## src/hdl/dtmf_regs.svh

```systemverilog
// Constants of the tone transceiver host register block: selects, bit positions, resets, timing.
`ifndef DTMF_REGS_SVH
`define DTMF_REGS_SVH

// Register select levels.
`define SEL_DIGIT           1'b0
`define SEL_CTRL            1'b1

// Primary control field positions.
`define PRI_TONE_EN_BIT     0
`define PRI_CP_MODE_BIT     1
`define PRI_IRQ_EN_BIT      2
`define PRI_TARGET_SEC_BIT  3

// Secondary control field positions.
`define SEC_BURST_OFF_BIT   0
`define SEC_TEST_BIT        1
`define SEC_SINGLE_BIT      2
`define SEC_COLUMN_BIT      3

// Status field positions.
`define ST_IRQ_BIT          0
`define ST_TX_EMPTY_BIT     1
`define ST_RX_FULL_BIT      2
`define ST_STEER_BIT        3

// Reset values.
`define CTRL_RESET          4'h0
`define DIGIT_RESET         4'h0

// Burst timing: 51 ms at a 100 MHz clock.
`define CLK_FREQ_HZ         64'd100000000
`define BURST_TIME_MS       64'd51
`define BURST_CYCLES        ((`BURST_TIME_MS * `CLK_FREQ_HZ) / 64'd1000)

`endif

```

## src/hdl/dtmf_pkg.sv

```systemverilog
// Types shared by the tone transceiver host register block.
`default_nettype none
package dtmf_pkg;

  // Phases of one automatic transmit burst.
  typedef enum logic [1:0] {
    BURST_IDLE,
    BURST_TONE,
    BURST_PAUSE
  } burst_state_t;

  // Kind of bus access decoded from select and strobes.
  typedef enum logic [2:0] {
    ACC_NONE,
    ACC_WR_DIGIT,
    ACC_RD_DIGIT,
    ACC_WR_CTRL,
    ACC_RD_STATUS
  } access_t;

endpackage : dtmf_pkg
`default_nettype wire

```

## src/hdl/burst_timer.sv

```systemverilog
// Burst and pause timer for automatic transmit tone bursts.
`timescale 1ns/100ps
`default_nettype none
module burst_timer
  import dtmf_pkg::*;
#(
  parameter int CYCLES = 5100000,
  parameter int CNT_W  = 24
) (
  // Clock, reset and enable.
  input  wire logic ref_clk_in,
  input  wire logic rstn_in,
  input  wire logic clk_en_in,
  // Control.
  input  wire logic start_in,
  input  wire logic abort_in,
  input  wire logic long_in,
  // Results.
  output logic      tone_on_out,
  output logic      done_out
);

  // Elaboration check: both phases of a call-progress burst must fit the counter.
  if (CYCLES < 1 || (64'(CYCLES) * 64'd2) >= (64'd1 << CNT_W)) begin : g_bad_cycles
    $error("burst_timer: CYCLES does not fit the counter");
  end

  burst_state_t     state_r;
  logic [CNT_W-1:0] count_r;
  logic [CNT_W-1:0] len;

  // Call-progress mode doubles both burst and pause.
  assign len = long_in ? CNT_W'(CYCLES * 2) : CNT_W'(CYCLES);

  // A new start restarts the burst so the latest digit gets full length.
  always_ff @(posedge ref_clk_in or negedge rstn_in) begin
    if (!rstn_in) begin
      state_r  <= BURST_IDLE;
      count_r  <= '0;
      done_out <= 1'b0;
    end else if (clk_en_in) begin
      done_out <= 1'b0;
      if (abort_in) begin
        state_r <= BURST_IDLE;
        count_r <= '0;
      end else if (start_in) begin
        state_r <= BURST_TONE;
        count_r <= len - CNT_W'(1);
      end else begin
        unique case (state_r)
          BURST_IDLE: count_r <= '0;
          BURST_TONE: begin
            if (count_r == '0) begin
              state_r <= BURST_PAUSE;
              count_r <= len - CNT_W'(1);
            end else begin
              count_r <= count_r - CNT_W'(1);
            end
          end
          BURST_PAUSE: begin
            if (count_r == '0) begin
              state_r  <= BURST_IDLE;
              done_out <= 1'b1;
            end else begin
              count_r <= count_r - CNT_W'(1);
            end
          end
          default: state_r <= BURST_IDLE;
        endcase
      end
    end
  end

  assign tone_on_out = (state_r == BURST_TONE);

endmodule : burst_timer
`default_nettype wire

```

## src/hdl/dtmf_host_regs.sv

```systemverilog
// Host register bank and control logic of the tone transceiver.
`timescale 1ns/100ps
`default_nettype none
`include "dtmf_regs.svh"
module dtmf_host_regs
  import dtmf_pkg::*;
#(
  parameter int BURST_CYCLES = int'(`BURST_CYCLES),
  parameter int CNT_W        = 24
) (
  // Clock, reset and enable.
  input  wire logic       ref_clk_in,
  input  wire logic       rstn_in,
  input  wire logic       clk_en_in,
  // Host strobed bus, select and strobes active low; the data output enable is active high.
  input  wire logic       chip_select_n_in,
  input  wire logic       register_select_line_in,
  input  wire logic       wr_n_in,
  input  wire logic       rd_n_in,
  input  wire logic [3:0] data_in,
  output logic      [3:0] data_out,
  output logic            data_oe_out,
  // Receiver core.
  input  wire logic       rx_digit_valid_in,
  input  wire logic [3:0] rx_digit_code_in,
  input  wire logic       steering_delayed_in,
  input  wire logic       cp_tone_in,
  // Transmit generator.
  output logic      [3:0] tx_code_out,
  output logic            tone_enable_out,
  output logic            single_tone_out,
  output logic            column_tone_out,
  output logic            cp_mode_out,
  // Shared open-drain event or tone pin.
  input  wire logic       event_or_tone_out_pin_in,
  output logic            event_or_tone_out_pin_out,
  output logic            event_or_tone_out_pin_oe_out
);

  // Bus timing in short: an access is decoded on every enabled edge while the
  // select is low and exactly one strobe is low. The decoded kind is kept for one
  // clock, and the edge that first sees the strobe high again commits a write or
  // clears the shown status bits. This costs one clock after the strobe, but a
  // strobe that is broken by the other strobe is simply dropped and never half-done.
  // Read data come from a flip-flop loaded on each edge of the read, so from the
  // first edge of the strobe on the bus carries settled data.
  // The host bus has no ready line; any strobe of at least one clock low and one
  // clock high in between is served.

  // Elaboration checks: the counter width must suit the burst timer.
  if (CNT_W < 2 || CNT_W > 31) begin : g_bad_cnt_w
    $error("dtmf_host_regs: CNT_W out of range");
  end
  if (BURST_CYCLES < 1) begin : g_bad_burst
    $error("dtmf_host_regs: BURST_CYCLES must be at least one");
  end

  // Reset brings every register to zero. The host still runs its own init sequence,
  // since nothing tells it whether the block was reset before its program started.

  // Register state.
  logic [3:0] primary_control_r;
  logic [3:0] secondary_control_r;
  logic [3:0] tx_digit_r;
  logic [3:0] rx_digit_r;
  logic [3:0] status_r;
  logic       target_secondary_r;

  // The access kind seen at the previous edge; its end is what commits or clears.
  // Bus tracking state.
  access_t    access_q_r;
  logic [3:0] wr_data_r;
  logic [3:0] read_shown_r;
  logic [3:0] data_out_r;

  // Decode results.
  access_t    access_now;
  logic       write_end;
  logic       read_end;
  logic       write_digit;
  logic       write_ctrl;
  logic       read_status_end;

  // Control field views.
  logic       tone_en;
  logic       cp_mode;
  logic       irq_en;
  logic       burst_on;
  logic       test_mode;

  // Burst timer links.
  logic       burst_tone;
  logic       burst_done;

  // Status flag events.
  logic       set_rx_full;
  logic       set_tx_empty;
  logic [3:0] flag_clear;
  logic [3:0] flag_set;

  // Pin drive decision.
  logic       pull_low;

  // Named views of the control fields; the target bit of the primary register has
  // no view, since it only feeds the one-shot target flag below.
  // Bit 0 of the secondary register is active low: a clear bit means bursts on.
  assign tone_en   = primary_control_r[`PRI_TONE_EN_BIT];
  assign cp_mode   = primary_control_r[`PRI_CP_MODE_BIT];
  assign irq_en    = primary_control_r[`PRI_IRQ_EN_BIT];
  assign burst_on  = ~secondary_control_r[`SEC_BURST_OFF_BIT];
  assign test_mode = secondary_control_r[`SEC_TEST_BIT];

  // Decode one access per cycle; overlapping strobes or no select count as none.
  // Treating both strobes low as no access keeps a glitching host from writing and
  // reading in one cycle.
  // The select level picks the register pair; the write strobe picks the direction.
  always_comb begin
    access_now = ACC_NONE;
    if (!chip_select_n_in && (wr_n_in ^ rd_n_in)) begin
      unique case ({register_select_line_in, wr_n_in})
        {`SEL_DIGIT, 1'b0}: access_now = ACC_WR_DIGIT;
        {`SEL_DIGIT, 1'b1}: access_now = ACC_RD_DIGIT;
        {`SEL_CTRL, 1'b0}:  access_now = ACC_WR_CTRL;
        {`SEL_CTRL, 1'b1}:  access_now = ACC_RD_STATUS;
      endcase
    end
  end

  // An access takes effect when its strobe ends, so the host sees stable data all cycle.
  // A strobe broken by a second strobe is dropped, not committed.
  assign write_end   = (access_q_r == ACC_WR_DIGIT || access_q_r == ACC_WR_CTRL) &&
                       (access_now == ACC_NONE) && wr_n_in;
  assign read_end    = (access_q_r == ACC_RD_DIGIT || access_q_r == ACC_RD_STATUS) &&
                       (access_now == ACC_NONE) && rd_n_in;
  assign write_digit     = write_end && (access_q_r == ACC_WR_DIGIT);
  assign write_ctrl      = write_end && (access_q_r == ACC_WR_CTRL);
  assign read_status_end = read_end && (access_q_r == ACC_RD_STATUS);

  // Track the access in progress and hold the written nibble while the strobe is low.
  // The nibble is refreshed on every edge of the write, so the value that commits is
  // the one the host held last.
  always_ff @(posedge ref_clk_in or negedge rstn_in) begin
    if (!rstn_in) begin
      access_q_r <= ACC_NONE;
      wr_data_r  <= 4'h0;
    end else if (clk_en_in) begin
      access_q_r <= access_now;
      if (access_now == ACC_WR_DIGIT || access_now == ACC_WR_CTRL) begin
        wr_data_r <= data_in;
      end
    end
  end

  // Transmit digit register; it has no read path at all.
  // Nothing on the host side can read it back, so a host must keep its own copy.
  // A write during a burst replaces the code at once and restarts the burst.
  always_ff @(posedge ref_clk_in or negedge rstn_in) begin
    if (!rstn_in) begin
      tx_digit_r <= `DIGIT_RESET;
    end else if (clk_en_in && write_digit) begin
      tx_digit_r <= wr_data_r;
    end
  end

  // Both control registers share one address; a one-shot flag picks the target.
  // The flag is a hazard for hosts that lose track of it: the init sequence writes
  // the primary register twice with bit 3 low before it sets it, so any stale flag
  // is used up by the first of those writes.
  always_ff @(posedge ref_clk_in or negedge rstn_in) begin
    if (!rstn_in) begin
      primary_control_r   <= `CTRL_RESET;
      secondary_control_r <= `CTRL_RESET;
      target_secondary_r  <= 1'b0;
    end else if (clk_en_in && write_ctrl) begin
      if (target_secondary_r) begin
        secondary_control_r <= wr_data_r;
        target_secondary_r  <= 1'b0;
      end else begin
        primary_control_r  <= wr_data_r;
        target_secondary_r <= wr_data_r[`PRI_TARGET_SEC_BIT];
      end
    end
  end

  // Received digit holds until a newer valid digit; ignored in call-progress mode.
  // A digit arriving in the cycle of a mode change is judged by the old mode,
  // because the mode register only moves at the end of the write strobe.
  // The status flags are raised by the same pulse at the same edge as the code.
  assign set_rx_full = rx_digit_valid_in && !cp_mode;

  always_ff @(posedge ref_clk_in or negedge rstn_in) begin
    if (!rstn_in) begin
      rx_digit_r <= `DIGIT_RESET;
    end else if (clk_en_in && set_rx_full) begin
      rx_digit_r <= rx_digit_code_in;
    end
  end

  // Automatic burst timing runs only with burst mode on and tone output enabled.
  // Clearing either enable aborts the timer, so a host that turns tones off in
  // mid-burst gets silence and no transmit-empty event later.
  // The timer runs from the same enable, so holding the clock enable low stretches
  // the burst; hosts that gate the enable must allow for that.
  burst_timer #(
    .CYCLES (BURST_CYCLES),
    .CNT_W  (CNT_W)
  ) u_burst (
    .ref_clk_in  (ref_clk_in),
    .rstn_in     (rstn_in),
    .clk_en_in   (clk_en_in),
    .start_in    (write_digit && burst_on && tone_en),
    .abort_in    (!burst_on || !tone_en),
    .long_in     (cp_mode),
    .tone_on_out (burst_tone),
    .done_out    (burst_done)
  );

  // A finished burst only counts while burst mode is still on.
  assign set_tx_empty = burst_done && burst_on;

  // Flag updates; a read clears only bits it actually showed, and a set wins.
  // Clearing only the shown bits means an event that lands during the read is kept
  // for the next read instead of being lost.
  // Bit 3 is not a sticky flag and never takes part in the clear.
  // Leaving burst mode clears the transmit-empty flag, which has no meaning there.
  // The interrupt flag is set by either event and cleared only by a status read.
  always_comb begin
    flag_set   = 4'h0;
    flag_clear = 4'h0;
    flag_set[`ST_RX_FULL_BIT]  = set_rx_full;
    flag_set[`ST_TX_EMPTY_BIT] = set_tx_empty;
    flag_set[`ST_IRQ_BIT]      = set_rx_full || set_tx_empty;
    if (read_status_end) begin
      flag_clear = read_shown_r;
    end
    flag_clear[`ST_STEER_BIT] = 1'b0;
    if (!burst_on) begin
      flag_clear[`ST_TX_EMPTY_BIT] = 1'b1;
    end
  end

  // Sticky status flags; the steering bit mirrors the receiver's delayed steering.
  always_ff @(posedge ref_clk_in or negedge rstn_in) begin
    if (!rstn_in) begin
      status_r <= 4'h0;
    end else if (clk_en_in) begin
      status_r[2:0] <= (status_r[2:0] & ~flag_clear[2:0]) | flag_set[2:0];
      status_r[`ST_STEER_BIT] <= steering_delayed_in;
    end
  end

  // Read data is refreshed each cycle of a read and held as shown for the clear.
  // Only the last edge of a status read decides which bits get cleared, matching the
  // value the host latched at the end of its strobe.
  always_ff @(posedge ref_clk_in or negedge rstn_in) begin
    if (!rstn_in) begin
      data_out_r   <= 4'h0;
      read_shown_r <= 4'h0;
    end else if (clk_en_in) begin
      if (access_now == ACC_RD_DIGIT) begin
        data_out_r <= rx_digit_r;
      end else if (access_now == ACC_RD_STATUS) begin
        data_out_r   <= status_r;
        read_shown_r <= status_r;
      end
    end
  end

  // Bus driven only during a clean read; one clock of latency fits any 16 MHz cycle.
  // The enable is combinational so the bus is released as soon as the strobe rises;
  // a registered enable would hold the bus a clock into the host's next cycle.
  assign data_out    = data_out_r;
  assign data_oe_out = (access_now == ACC_RD_DIGIT) || (access_now == ACC_RD_STATUS);

  // Tone output: bit 0 gates the tone enable; in burst mode only the burst phase sounds.
  // With burst mode off the host times tones itself by toggling bit 0.
  assign tone_enable_out = tone_en && (burst_on ? burst_tone : 1'b1);
  assign tx_code_out     = tx_digit_r;
  assign single_tone_out = secondary_control_r[`SEC_SINGLE_BIT];
  assign column_tone_out = secondary_control_r[`SEC_COLUMN_BIT];
  assign cp_mode_out     = cp_mode;

  // Shared pin: squared tone, steering test view or interrupt, low level only.
  // Call-progress mode takes priority: no digit events are raised in that mode, so
  // the squared tone is not mixed up with a digit interrupt.
  // In test mode the pin follows the delayed steering level, which shows the guard
  // timing without the interrupt flags getting in the way.
  always_comb begin
    pull_low = 1'b0;
    if (cp_mode) begin
      if (irq_en) begin
        pull_low = !cp_tone_in;
      end
    end else if (test_mode) begin
      pull_low = !status_r[`ST_STEER_BIT];
    end else if (irq_en) begin
      pull_low = status_r[`ST_IRQ_BIT];
    end
  end

  // Open drain: the output level is always low and only the enable moves.
  // The pin's read-back is not used inside; it is kept for board-level checks.
  assign event_or_tone_out_pin_out    = 1'b0;
  assign event_or_tone_out_pin_oe_out = pull_low;

endmodule : dtmf_host_regs
`default_nettype wire

```

## config.mk

```make
export PLATFORM = sky130hd
export DESIGN_NAME = dtmf_host_regs
export DESIGN_NICKNAME = d
export VERILOG_FILES = /design/src/hdl/dtmf_pkg.sv /design/src/hdl/burst_timer.sv /design/src/hdl/dtmf_host_regs.sv
export VERILOG_INCLUDE_DIRS = /design/src /design/src/hdl
export SDC_FILE = /design/constraint.sdc
export NUM_CORES = 1
export LEC_CHECK = 0
export BUFFER_PORTS_ARGS = -buffer_cell sky130_fd_sc_hd__buf_2
export CAP_MARGIN = 5
export CORE_AREA = 2 2 65 114
export CTS_CLUSTER_DIAMETER = 50
export DETAILED_ROUTE_END_ITERATION = 16
export DIE_AREA = 0 0 67 116
export PLACE_DENSITY = 0.75
export SKIP_CTS_REPAIR_TIMING = 1
export SLEW_MARGIN = 20
export SYNTH_ARGS = -nofsm -noshare
export SYNTH_HDL_FRONTEND = slang
export SYNTH_SLANG_ARGS = --single-unit
```

## constraint.sdc

```tcl
create_clock -name ref_clk_in -period 2.22 [get_ports ref_clk_in]
set_input_delay 0.222 -clock ref_clk_in [delete_from_list [all_inputs] [get_ports ref_clk_in]]
set_output_delay 0.222 -clock ref_clk_in [all_outputs]
set_load 0.02 [all_outputs]
```

Yosys cells after proc, flatten, opt, wreduce, memory -nomap -nowiden
Cells that the tools add are included.
{ "totals": {"reg_bits": 61, "out_inout_bits": 15, "inputBits": 19} }
{ "op_classes": {"reduce_logical": 40, "muxes": 27, "eq_ne": 17, "bitwise_logic": 7, "addsub": 2} }
{ "op_table": {"columns": ["cell", "count"], "rows": [
  ["$mux W24", 5],
  ["$pmux W24 S3", 1],
  ["$sub A24 B1 Y24 const B", 2],
  ["$logic_not A24 Y1", 1],
  ["$logic_and A1 B1 Y1", 16],
  ["$eq A3 B2 Y1 const B", 4],
  ["$pmux W3 S4", 1],
  ["$mux W1", 11],
  ["$mux W2", 4],
  ["$mux W4", 2],
  ["$ne A4 B1 Y1 const B", 2],
  ["$reduce_and A2 Y1", 4],
  ["$eq A2 B2 Y1 const B", 3],
  ["$eq A3 B1 Y1 const B", 2],
  ["$eq A3 B3 Y1 const B", 2],
  ["$logic_or A1 B1 Y1", 6],
  ["$mux W3", 2],
  ["$pmux W2 S3", 1],
  ["$reduce_and A3 Y1", 2],
  ["$logic_not A1 Y1", 5],
  ["$reduce_bool A5 Y1", 1],
  ["$eq A2 B1 Y1 const B", 2],
  ["$logic_not A2 Y1", 2],
  ["$ne A4 B2 Y1 const B", 1],
  ["9 further kinds", 11]
]} }

Depth between registers and ports, before layout
{ "depth": {"depth_word": 12, "mapped_depth": 10, "mapped_depth_nobuf": 8} }

Hierarchy
From an unflattened synthesis, not the netlist that was laid out.
{ "unflattened": {"cells_unflattened": 366, "area_unflattened_um2": 3562.2} }
{ "by_module_without_submodules": {"columns": ["module", "n_inst", "area_per_inst_um2", "cells_per_inst", "seq_area_each_um2"], "rows": [
  ["burst_timer", 1, 1889.3, 230, 675.6],
  ["dtmf_host_regs", 1, 1672.9, 136, 850.8]
]} }

Least setup slack after synthesis
OpenSTA, ideal clock, no wires.
{ "synth_path": {"kind": "reg2reg", "startpoint": "register u_burst.count_r[0]", "endpoint": "register u_burst.count_r[17]", "path_stages_with_launch": 10, "setup_slack_ps": 44, "required_time_ps": 2098, "period_less_slack_ps": 2176, "t_arrival_ps": 2054, "cell_sequence": "dfrtp_1 > inv_1 > ha_1 > or4b_1 > buf_2 > nor3_4 > a31oi_4 > o21a_4 > buf_6 > a32o_1"} }
{ "synth_via": {"elab_chain_len": 5, "elab_cells_between_ends": 9, "classes_between": "add/sub: 1; eq/ne: 1; mux: 5; reduce/logical: 2"} }
{ "synth_rtl": {"columns": ["element", "line", "text"], "rows": [
  ["from (decl)", "burst_timer.sv:29", "logic [CNT_W-1:0] count_r;"],
  ["from (signal assigned)", "burst_timer.sv:48", "count_r <= len - CNT_W'(1);"],
  ["from (signal assigned)", "burst_timer.sv:55", "count_r <= len - CNT_W'(1);"],
  ["from (signal assigned)", "burst_timer.sv:57", "count_r <= count_r - CNT_W'(1);"],
  ["$sub A24 B1 Y24 / $logic_not A24 Y1 (equally long branches)", null, null],
  ["$mux W24, on equally long branches", "burst_timer.sv:61, burst_timer.sv:53", null],
  ["$pmux W24 S3", "burst_timer.sv:50", "unique case (state_r)"],
  ["$mux W24", "burst_timer.sv:46", "end else if (start_in) begin"],
  ["$mux W24", "burst_timer.sv:43", "if (abort_in) begin"]
]} }
Parallel ways exist; a longest one is shown, timed or not. The select of a mux whose other input is x is not followed.
A chain may end at the register's enable or synchronous reset.

Worst setup path after layout
{ "layout_path": {"startpoint": "register u_burst.count_r[13]", "endpoint": "register u_burst.count_r[23]"} }
Same word-level chain as after synthesis.

==> impl_metrics.env <==
export IMPL_finClkSkew_ns=0.00609
export IMPL_slew_headroom_pct=48.3
export IMPL_p_sw_mw=1.02
export IMPL_postRouteAntennaNets=0
export IMPL_synthCells=371
export IMPL_finalPower_mw=3.43
export IMPL_cts_path_max_buffers=2
export IMPL_grt_pass1_wl_um=17500
export IMPL_fill_cells=530
export IMPL_crit_slowest_cell="or4_1"
export IMPL_overflow=0
export IMPL_dp_hpwl_um=7910
export IMPL_slowest_delay_ns=0.63
export IMPL_grtUsageMet1_pct=32.4
export IMPL_antenna_found_initial=0
export IMPL_seq_power_share_pct=40.6
export IMPL_core_area_mm2=0.00681
export IMPL_violations="setup timing"
export IMPL_yosys_most_used_dff="dfrtp_1"
export IMPL_drc=0
export IMPL_die_y_um=116
export IMPL_ys_warn_count=0
export IMPL_syn_num_nets=398
export IMPL_cp_arrival_ns=2.48
export IMPL_cap_violations=0
export IMPL_drtIter0Drc=240
export IMPL_tightest_slew_ns=0.775
export IMPL_met3_usage_pct=5.83
export IMPL_ys_ff_latch=61
export IMPL_grt_use_total_pct=30.8
export IMPL_clk_pin_slew_ns=0.06
export IMPL_root_buffer="clkbuf_16"
export IMPL_crit_fanout=4
export IMPL_ios=34
export IMPL_clkLatencyLatePin_ns=0.34
export IMPL_busiest_layer="met2"
export IMPL_combPwrFrac_pct=20.6
export IMPL_cts_tree="done"
export IMPL_cellInternalPower_mw=2.41
export IMPL_cp_required_ns=2.44
export IMPL_grt_pass1_vias=3543
export IMPL_drt_pass1_iterations=5
export IMPL_setup_viol=3
export IMPL_critPathCaptureType="flop"
export IMPL_wl_per_cell_um=19.4
export IMPL_fmax_ghz=0.443
export IMPL_wirelength_um=10800
export IMPL_r2r_start="u_burst.count_r[13]"
export IMPL_drive_above_1_share_pct=39.1
export IMPL_fin_cells=555
export IMPL_netlist_area_mm2=0.00361
export IMPL_cts_inserted_buffers=9
export IMPL_num_rows=40
export IMPL_syn2layout_area_growth_pct=31.2
export IMPL_ys_seq_area_share_pct=42.2
export IMPL_grt_max_degree=62
export IMPL_diodes=0
export IMPL_synth_edf_count=0
export IMPL_die_w_um=67
export IMPL_startpoint="u_burst.count_r[13]"
export IMPL_portBuffers=31
export IMPL_setup_slack_ns=-0.0349
export IMPL_outcome="finished, violations left"
export IMPL_use_met2_pct=51.7
export IMPL_hold_violations=0
export IMPL_place_inst=540
export IMPL_power_leakage_nw=2.21
export IMPL_drv_slew=0
export IMPL_hold_path_class="in -> async"
export IMPL_rr_worst_depth=6
export IMPL_die_area_mm2=0.00777
export IMPL_cts_htree_levels=3
export IMPL_worstPathCellList="or4_1 > nor4b_1 > a21o_1 > or2_2 > o21ai_0 > a32o_1"
export IMPL_start_util_pct=53.1
export IMPL_cts_sinks=61
export IMPL_clkPwrFrac_pct=38.8
export IMPL_rsz0062_at_grt="true"
export IMPL_fin_crit_ns=2.25
export IMPL_p_sw_share_pct=29.9
export IMPL_synthArstFlopShare_pct=100
export IMPL_critPathKind="reg -> reg"
export IMPL_viasPerCell=6.19
export IMPL_via_count=3438
export IMPL_synth_avg_cell_area_um2=9.74
export IMPL_post_place_ws_ns=-0.239
export IMPL_power_density_mw_per_mm2=724
export IMPL_startpoint_type="flop"
export IMPL_ir_drop_uv=645
export IMPL_synthDistinctLibCells=64
export IMPL_nNetsFinal=493
export IMPL_finalCritPeriodShare_pct=102
export IMPL_gp_congestion=1.00
==> flip-flops by register name, indices dropped and copies added, names as in the netlist, 4 cells and up <==
register             count
data_out                 4
status_r                 4
wr_data_r                4
secondary_control_r      4
tx_code_out              4
u_burst.count_r         24
rx_digit_r               4
==> worst max-delay path, delay by kind of cell (launching register included) <==
| kind | cells | cell delay (ns) |
|---|---|---|
| flops | 1 | 0.43 |
| compound gates | 3 | 0.54 |
| simple gates | 3 | 1.17 |
==> synthesized netlist by cell type, drive strengths merged (2+ instances only) <==
master | count | share of area [%]
a22o | 4 | 0.97
nor4 | 13 | 3.2
dfrtp | 61 | 42
o41a | 2 | 0.62
o2111ai | 2 | 0.48
a32o | 5 | 1.4
o22a | 2 | 0.48
nor3 | 14 | 2.3
or4 | 3 | 0.62
mux2 | 24 | 7.5
mux2i | 4 | 1.1
clkbuf | 7 | 0.76
o21ai | 40 | 6.0
o21a | 7 | 1.7
o31ai | 2 | 0.55
xnor2 | 4 | 0.97
a31oi | 7 | 1.6
a21oi | 13 | 1.8
o41ai | 3 | 0.73
nor2 | 26 | 2.7
nand3 | 11 | 1.5
nand2b | 2 | 0.35
or3 | 5 | 0.87
and3 | 2 | 0.35
buf | 9 | 2.2
o2bb2ai | 6 | 1.5
o22ai | 2 | 0.35
inv | 13 | 1.4
a2bb2oi | 2 | 0.48
or2 | 4 | 0.69
nand2 | 38 | 3.9
o211ai | 3 | 0.90
nand4 | 6 | 1.2
nor4b | 3 | 0.90
ha | 8 | 2.8
==> power by group through the flow <==
stage | sequential, mW | combinational, mW | clock, mW
finish | 1.39 | 0.708 | 1.33
global route | 1.41 | 0.775 | 1.39
CTS | 1.39 | 0.678 | 1.35
detailed placement | 1.41 | 0.673 | 0
global placement | 1.40 | 0.654 | 0
floorplan | 1.45 | 0.339 | 0
==> layout make-up <==
class | count | area [um2] | share of cell area (%)
Clock buffer | 11 | 253 | 5.33
Clock inverter | 5 | 33.8 | 0.713
Inverter | 13 | 48.8 | 1.03
Multi-Input combinational cell | 281 | 2080 | 43.9
Sequential cell | 61 | 1530 | 32.2
Tap cell | 84 | 105 | 2.22
Timing Repair Buffer | 100 | 693 | 14.6
==> worst paths after layout <==
path	endpoint	slack [ns]
hold / removal	u_burst.count_r[21]	0.05
hold reg to reg	data_out[1]	0.49
setup reg to reg	u_burst.count_r[23]	-0.03
max in group asynchronous	u_burst.count_r[17]	1.67
min in group ref_clk_in	wr_data_r[3]	0.11
setup / recovery	u_burst.count_r[23]	-0.03
==> per-layer routing <==
metal,vias up,part of all wire (%)
met3,60,4.3
met2,141,52
met4,0,9.0
li1,1581,-
met5,-,0
met1,1656,35
==> layout by cell type, fill, tap and decap left out, drive strengths merged, types with 5 or more instances in the layout <==
cell	instances
nand3	11
buf	100
nand2	38
nor3	14
a31oi	7
o21a	7
clkbuf	11
nor2	26
mux2	24
o21ai	40
nand4	6
o2bb2ai	6
a21oi	13
dfrtp	61
nor4	13
inv	14
or3	5
ha	8
a32o	5
==> through the flow <==
step	TNS [ns]	cell area, um2	hold WS, ns	util (%)
floorplan	0	3610	-0.0736	-
detailed placement	-1.92	4310	0.433	63.3
CTS	-2.40	4590	0.0789	67.5
global route	-0.745	4740	0.113	69.7
global placement	-1.21	4310	0.431	63.3
finish	-0.0925	4740	0.0482	69.7
==> logic make-up after synthesis <==
kind of cell	after synthesis	synth area share, %
AND/OR/NAND/NOR	137	20.9
multiplexers	28	8.59
other	1	0.104
AO/OA/AOI/OAI	103	20.1
flip-flops	61	42.2
XOR/XNOR	4	0.969
adder cells (fa/ha/maj)	8	2.77
buffers and inverters	29	4.29
No activity file was read; power rests on OpenSTA's default activity.
